==> config.mk <==
export PLATFORM = sky130hd
export DESIGN_NAME = vref_ctrl
export DESIGN_NICKNAME = d
export VERILOG_FILES = /design/src/vref_pkg.sv /design/src/vref_ctrl.sv /design/src/vref_ladder_ctl.sv /design/src/vref_wb_slave.sv
export VERILOG_INCLUDE_DIRS = /design/src
export SDC_FILE = /design/constraint.sdc
export NUM_CORES = 1
export LEC_CHECK = 0
export ABC_CLOCK_PERIOD_IN_PS = 2800
export BUFFER_PORTS_ARGS = -buffer_cell sky130_fd_sc_hd__clkbuf_2
export CAP_MARGIN = 20
export CORE_MARGIN = 2
export CORE_UTILIZATION = 43
export DETAILED_ROUTE_END_ITERATION = 10
export GPL_TIMING_DRIVEN = 0
export PLACE_DENSITY_LB_ADDON = 0.25
export SYNTH_ARGS = -nofsm -noshare
export SYNTH_HDL_FRONTEND = slang
export SYNTH_SLANG_ARGS = --single-unit
==> constraint.sdc <==
create_clock -name clk_i -period 2.8 [get_ports clk_i]
set_clock_uncertainty 0.15 [all_clocks]
set_input_delay 0.7 -clock clk_i [delete_from_list [all_inputs] [get_ports clk_i]]
set_output_delay 0.7 -clock clk_i [all_outputs]
set_load 0.01 [all_outputs]
==> src/vref_regs.svh <==
// Operation
// [RULE1] bit 15 enables the reference; writing it leaves other fields unchanged
// [RULE2] enable clear holds module off and ladder in no-current power-down
// [RULE3] bit 6 connects the reference to the dedicated output pin
// [RULE4] bit 5 picks range: 0..0.67 in 1/24 steps, else 0.25..0.75 in 1/32
// [RULE5] bit 4 picks supply: external reference pins when set, analog rails when clear
// [RULE6] range set: reference equals code/24 times source span
// [RULE7] range clear: reference equals quarter span plus code/32 times span
// [RULE8] bits 31-16 and 14-7 ignore writes and read zero
// [RULE9] clear, set, invert aliases sit at base plus 0x4, 0x8, 0xc
// [RULE10] at 1:1 divisor software skips register access right after clearing enable
// [RULE11] alias writes clear, set or toggle bits written as one
// [RULE12] ladder controls are static outputs updated the edge after a write; here ladder_tap_o and power_down_o update one edge later
`ifndef VREF_REGS_SVH
`define VREF_REGS_SVH

// ----------------------------------------
// register map
// ----------------------------------------
`define VREF_CTRL_OFFSET 16'h9800
`define VREF_CLR_OFFSET 16'h0004
`define VREF_SET_OFFSET 16'h0008
`define VREF_INV_OFFSET 16'h000c
`define VREF_CTRL_RESET 32'h0000_0000
`define VREF_CTRL_MASK 32'h0000_807f

// ----------------------------------------
// field positions
// ----------------------------------------
`define VREF_ENABLE_BIT 15
`define VREF_PIN_OE_BIT 6
`define VREF_RANGE_BIT 5
`define VREF_SOURCE_BIT 4
`define VREF_LEVEL_MSB 3
`define VREF_LEVEL_LSB 0

// ----------------------------------------
// ladder tap arithmetic
// ----------------------------------------
// taps count in span/96 units so both step sizes are whole numbers
`define VREF_SPAN0_BASE 7'h18
`define VREF_SPAN0_STEP 7'h03
`define VREF_SPAN1_STEP 7'h04
`define VREF_TAP_OFF 7'h00
`define VREF_PD_RESET 1'b1

`endif

==> src/vref_pkg.sv <==
package vref_pkg;
  typedef enum logic [1:0] {
    VREF_OP_WRITE = 2'b00,
    VREF_OP_CLR = 2'b01,
    VREF_OP_SET = 2'b10,
    VREF_OP_INV = 2'b11
  } vref_op_t;

  typedef enum logic [1:0] {
    VREF_BUS_IDLE = 2'b00,
    VREF_BUS_ACK = 2'b01,
    VREF_BUS_HOLD = 2'b10
  } vref_bus_state_t;
endpackage

==> src/vref_ctrl.sv <==
// Register access over Wishbone was left to the implementer.
`timescale 1ns/1ps
`include "vref_regs.svh"
module vref_ctrl (
  // clock and reset
  input wire logic clk_i,
  input wire logic rst_i,
  // wishbone slave
  input wire logic cyc_i,
  input wire logic stb_i,
  input wire logic we_i,
  input wire logic [15:0] adr_i,
  input wire logic [3:0] sel_i,
  input wire logic [31:0] dat_i,
  output logic [31:0] dat_o,
  output logic ack_o,
  // analog ladder controls
  output logic ref_enable_o,
  output logic power_down_o,
  output logic ref_pin_output_enable_o,
  output logic ref_range_select_o,
  output logic ref_source_select_o,
  output logic [3:0] ref_level_code_o,
  output logic [6:0] ladder_tap_o
);
  // ----------------------------------------
  // bus decode
  // ----------------------------------------
  logic hit, wr, ack;
  vref_pkg::vref_op_t op;

  vref_wb_slave #(.ADDR_W(16)) u_bus (
    .clk_i(clk_i),
    .rst_i(rst_i),
    .cyc_i(cyc_i),
    .stb_i(stb_i),
    .we_i(we_i),
    .adr_i(adr_i),
    .sel_i(sel_i),
    .ack_o(ack),
    .hit_o(hit),
    .wr_o(wr),
    .op_o(op)
  );

  // ----------------------------------------
  // control register
  // ----------------------------------------
  logic [31:0] ctrl_q, ctrl_d;
  logic [31:0] wmask, dmask;
  logic [31:0] dat_q, dat_d;
  logic ack_q;

  function automatic logic [31:0] lane_mask(input logic [3:0] sel);
    return {{8{sel[3]}}, {8{sel[2]}}, {8{sel[1]}}, {8{sel[0]}}};
  endfunction

  always_comb begin
    wmask = lane_mask(sel_i) & `VREF_CTRL_MASK; // RULE8
    dmask = dat_i & wmask;
    ctrl_d = ctrl_q;
    if (wr) begin
      case (op)
        vref_pkg::VREF_OP_WRITE: ctrl_d = (ctrl_q & ~wmask) | dmask; // RULE1
        vref_pkg::VREF_OP_CLR: ctrl_d = ctrl_q & ~dmask; // RULE11
        vref_pkg::VREF_OP_SET: ctrl_d = ctrl_q | dmask; // RULE11
        vref_pkg::VREF_OP_INV: ctrl_d = ctrl_q ^ dmask; // RULE11
        default: ctrl_d = ctrl_q;
      endcase
    end
    dat_d = dat_q;
    if (cyc_i && stb_i && !we_i && !ack && !ack_q) begin
      dat_d = hit ? (ctrl_q & `VREF_CTRL_MASK) : 32'h0000_0000; // RULE8
    end
  end

  always_ff @(posedge clk_i) begin
    if (rst_i) begin
      ctrl_q <= `VREF_CTRL_RESET;
      dat_q <= 32'h0000_0000;
      ack_q <= 1'b0;
    end else begin
      ctrl_q <= ctrl_d;
      dat_q <= dat_d;
      ack_q <= ack;
    end
  end

  assign dat_o = dat_q;
  assign ack_o = ack;

  // ----------------------------------------
  // ladder outputs
  // ----------------------------------------
  logic [6:0] tap_d, tap_q;
  logic pd_d, pd_q;

  vref_ladder_ctl u_ladder (
    .enable_i(ctrl_q[`VREF_ENABLE_BIT]),
    .range_i(ctrl_q[`VREF_RANGE_BIT]),
    .level_i(ctrl_q[`VREF_LEVEL_MSB:`VREF_LEVEL_LSB]),
    .tap_o(tap_d),
    .power_down_o(pd_d)
  );

  always_ff @(posedge clk_i) begin
    if (rst_i) begin
      tap_q <= `VREF_TAP_OFF;
      pd_q <= `VREF_PD_RESET;
    end else begin
      tap_q <= tap_d; // RULE12
      pd_q <= pd_d; // RULE2
    end
  end

  assign ladder_tap_o = tap_q;
  assign power_down_o = pd_q;
  assign ref_enable_o = ctrl_q[`VREF_ENABLE_BIT]; // RULE1
  assign ref_pin_output_enable_o = ctrl_q[`VREF_PIN_OE_BIT]; // RULE3
  assign ref_range_select_o = ctrl_q[`VREF_RANGE_BIT]; // RULE4
  assign ref_source_select_o = ctrl_q[`VREF_SOURCE_BIT]; // RULE5
  assign ref_level_code_o = ctrl_q[`VREF_LEVEL_MSB:`VREF_LEVEL_LSB]; // RULE12
endmodule // vref_ctrl

==> src/vref_ladder_ctl.sv <==
`timescale 1ns/1ps
`include "vref_regs.svh"
// maps control fields to ladder select lines
module vref_ladder_ctl (
  // control fields
  input wire logic enable_i,
  input wire logic range_i,
  input wire logic [3:0] level_i,
  // ladder tap in units of span/96 (lcm of 24 and 32 base steps)
  output logic [6:0] tap_o,
  output logic power_down_o
);
  function automatic logic [6:0] tap_of(input logic rng, input logic [3:0] code);
    logic [6:0] t;
    t = 7'h00;
    if (rng) begin
      t = 7'({3'h0, code} * `VREF_SPAN1_STEP); // RULE6
    end else begin
      t = `VREF_SPAN0_BASE + 7'({3'h0, code} * `VREF_SPAN0_STEP); // RULE7
    end
    return t;
  endfunction

  always_comb begin
    power_down_o = ~enable_i; // RULE2
    tap_o = enable_i ? tap_of(range_i, level_i) : `VREF_TAP_OFF; // RULE4
  end
endmodule // vref_ladder_ctl

==> src/vref_wb_slave.sv <==
`timescale 1ns/1ps
`include "vref_regs.svh"
// classic wishbone decode: one-cycle ack, drops ack before next request
module vref_wb_slave #(
  parameter int ADDR_W = 16
) (
  // clock and reset
  input wire logic clk_i,
  input wire logic rst_i,
  // wishbone
  input wire logic cyc_i,
  input wire logic stb_i,
  input wire logic we_i,
  input wire logic [ADDR_W-1:0] adr_i,
  input wire logic [3:0] sel_i,
  output logic ack_o,
  // decoded request
  output logic hit_o,
  output logic wr_o,
  output vref_pkg::vref_op_t op_o
);
  if (ADDR_W < 16) begin : g_addr_check
    $error("address width too small");
  end

  vref_pkg::vref_bus_state_t state_q, state_d;
  logic ack_q, ack_d;
  logic [ADDR_W-1:0] base;
  logic [ADDR_W-1:0] off;

  always_comb begin
    base = ADDR_W'(`VREF_CTRL_OFFSET);
    off = adr_i - base;
    hit_o = (adr_i[ADDR_W-1:4] == base[ADDR_W-1:4]) && (adr_i[1:0] == 2'b00);
    op_o = vref_pkg::vref_op_t'(off[3:2]); // RULE9
    wr_o = (state_q == vref_pkg::VREF_BUS_IDLE) && cyc_i && stb_i && we_i && hit_o;
  end

  always_comb begin
    state_d = state_q;
    case (state_q)
      vref_pkg::VREF_BUS_IDLE: begin
        if (cyc_i && stb_i) begin
          state_d = vref_pkg::VREF_BUS_ACK;
        end
      end
      vref_pkg::VREF_BUS_ACK: state_d = vref_pkg::VREF_BUS_HOLD;
      vref_pkg::VREF_BUS_HOLD: state_d = vref_pkg::VREF_BUS_IDLE;
      default: state_d = vref_pkg::VREF_BUS_IDLE;
    endcase
    // ack comes from its own flop so the port is registered
    ack_d = (state_d == vref_pkg::VREF_BUS_ACK);
  end

  always_ff @(posedge clk_i) begin
    if (rst_i) begin
      state_q <= vref_pkg::VREF_BUS_IDLE;
      ack_q <= 1'b0;
    end else begin
      state_q <= state_d;
      ack_q <= ack_d;
    end
  end

  assign ack_o = ack_q;
endmodule // vref_wb_slave
==> impl_metrics.yaml <==
clocking:
  ctsHoldBuffers: 0
  clk_path_buf_depth: 2
  ctsResizeCount: 0
  cts_root_buf: "clkbuf_8"
  cts_made_buffers: 3
  cts.clk_slew.worst_paths_ns: 0.09
  cts_setup_buffers: 0
  clock-sinks: 28
  h-tree-depth: 1
  clk_latency_ns: 0.27
  tritoncts: "built"
yosys:
  avgSynthCellArea_sq_um: 8.53
  ys_types: 33
  synthArstFlopShare_pct: 0
  synth.most_common_cell: "dfxtp_1"
  synth-edff-count: 0
  synth-seq-area-share_pct: 32.9
  synth_top_area_share_pct: 32.9
  netlist.top_cell.by_area: "dfxtp_1"
  syn-cell-area_sq_mm: 0.00171
  ys_seq_elements: 28
  ys.flop_type: "dfxtp_1"
  synth.area.top_cells: "dfxtp_1, buf_4, ha_1"
  syn_inst: 200
  ys_warn_count: 0
  synthTopCellsByCount: "dfxtp_1, buf_4, nand2_1, a21oi_1, o21ai_0"
sta:
  min_period_over_period_pct: 84.2
  rsz0062_at_grt: "no"
  finalHoldViolCount: 0
  relSlewSlack_pct: 66.1
  tns_ns: 0
  min_period_ns: 2.36
  finalSetupViolCount: 0
  tightest_slew_ns: 0.503
  max_clock_freq_mhz: 424
  timing.final.max_slew_violations: 0
detailed_routing:
  dr.first_iter.drc_count: 45
  vias: 1622
  routed_wl_um: 3730
  drt_pass1_iterations: 4
  wl_per_cell_um: 11.3
  antenna_left: 0
  via_per_inst: 4.93
  drc_errors: 0
finish:
  instances_no_fill: 329
  layout-drive-gt1-share_pct: 31.3
  area_delta_synth_final_pct: 27.1
  nets: 355
  diodes: 0
power:
  vdd_drop_max_mv: 0.299
  power_mw: 0.734
  leakagePower_nw: 1.02
  p_per_area_mw_per_mm2: 338
worst_setup_path:
  rr_worst_depth: 7
  end_kind: "flop"
  startpoint_type: "flop"
  r2r-start: "ctrl_q[2]$_SDFFE_PP0P_"
  cp.required_ns: 2.81
  crit_type: "reg2reg"
  cp.arrival_ns: 2.37
  reg2reg_setup_slack_ns: 0.44
  worst-path-max-fanout: 9
  worst_setup_path_startpoint: "ctrl_q[2]$_SDFFE_PP0P_"
  r2r-end: "ladder_tap_o[5]$_SDFF_PP0_"
grt:
  grt_pass1_wl_um: 6350
  groute.usage.overall_pct: 18.2
  gr-total-overflow: 0
  grt_max_degree: 15
  antenna_found_initial: 0
  grt_pass1_vias: 1490
floorplan:
  die_x_um: 67.0
  boundaryPins: 106
  die-area_sq_mm: 0.00449
  core_area_sq_mm: 0.00374
  rows: 22
  start_util_pct: 45.6
  die_h_um: 67.0
placed_design:
  port_buffers: 54
  place.gp.congestion: 0.793
  dp_hpwl_um: 2880
  placed_cells: 325
outcome:
  status: "finished clean"
worst_hold_path:
  hold_class: "reg2reg"
  hold_path_end: "dat_o[2]$_SDFFE_PP0P_"
  hold_depth: 2
  min_from: "dat_o[2]$_SDFFE_PP0P_"
flow_run:
  cap_viol_max_count: 0
==> per-layer routing <==
metal  global-route usage, %  vias to the layer above  share of wire [%]
met2                    33.1                       61                 48
met1                    22.1                      725                 44
met5                       0                        -                  0
met4                    2.30                        0               0.27
met3                    4.22                        3                8.0
li1                        -                      833                  -
==> stage by stage <==
stage,instance area (sq um),hold slack (ns),util [%],worst slack (ns)
final,2170,0.308,57.9,0.444
after global placement,2120,0.294,56.7,0.314
after global routing,2170,0.326,57.9,0.367
after detailed placement,2120,0.298,56.7,0.310
after CTS,2160,0.311,57.8,0.443
after floorplan,1790,0.287,-,0.612
==> registers in the layout, indices dropped and copies added, names as in the netlist <==
signal and cells:
power_down_o 1, ladder_tap_o 7, dat_o 8, ack_q 1
u_bus.state_q 2, ctrl_q 8, u_bus.ack_o 1
==> where the power goes <==
part,total [mW],leakage (nW),switching [mW],internal [mW]
Clock,0.217,0.0216,0.120,0.0966
Combinational,0.116,0.776,0.0596,0.0559
Sequential,0.401,0.226,0.00162,0.400
==> worst max-delay path by stage <==
stage,endpoint,slack [ns],depth (start not counted)
2_1_floorplan,ladder_tap_o[5]$_SDFF_PP0_,0.61,7
3_3_place_gp,ctrl_q[1]$_SDFFE_PP0P_,0.31,8
3_5_place_dp,ctrl_q[1]$_SDFFE_PP0P_,0.31,8
4_1_cts,ladder_tap_o[5]$_SDFF_PP0_,0.44,7
5_1_grt,ladder_tap_o[5]$_SDFF_PP0_,0.37,7
6_report,ladder_tap_o[5]$_SDFF_PP0_,0.44,7
==> critical path, cell delays in order, from the launching register on <==
cell and delay [ns]:
dfxtp_1 0.57, ha_1 0.22, inv_1 0.07, fa_1 0.42, or3b_2 0.44, a21oi_1 0.18
xnor2_1 0.13, nor2_1 0.05
==> cell families (layout without fill, tap and decap cells) <==
kind of cell | after synthesis | in the layout | share of synthesized area [%]
DFF | 28 | 28 | 32.9
buffers and inverters | 41 | 99 | 15.4
muxes | 1 | 1 | 0.587
AOI/OAI and AO/OA | 52 | 52 | 20.1
other | 1 | 24 | 0.220
adders and majority gates | 15 | 15 | 11.9
xor gates and xnor gates | 2 | 2 | 1.03
and+or+nand+nor | 60 | 60 | 17.9
==> final cells by class <==
type / instances / area (sq um)
tap: 48 / 60.1
fill: 360 / 1580
clock buffer: 3 / 41.3
buffer: 36 / 244
timing repair buffer: 55 / 275
multi-input combinational: 154 / 968
inverter: 5 / 18.8
sequential: 28 / 561
==> placed cells by master (no fill, tap or decap), drive strengths merged, types with 2 or more instances in the layout <==
master and instances:
clkbuf 68, dfxtp 28, buf 26, nand2 25, conb 24, a21oi 18, o21ai 17, ha 13
nor2 9, nand3 8, a221oi 8, a2111o 8, inv 5, nor4 4, nand2b 3, and2 2
fa 2
(Power assumes the default switching activity.)
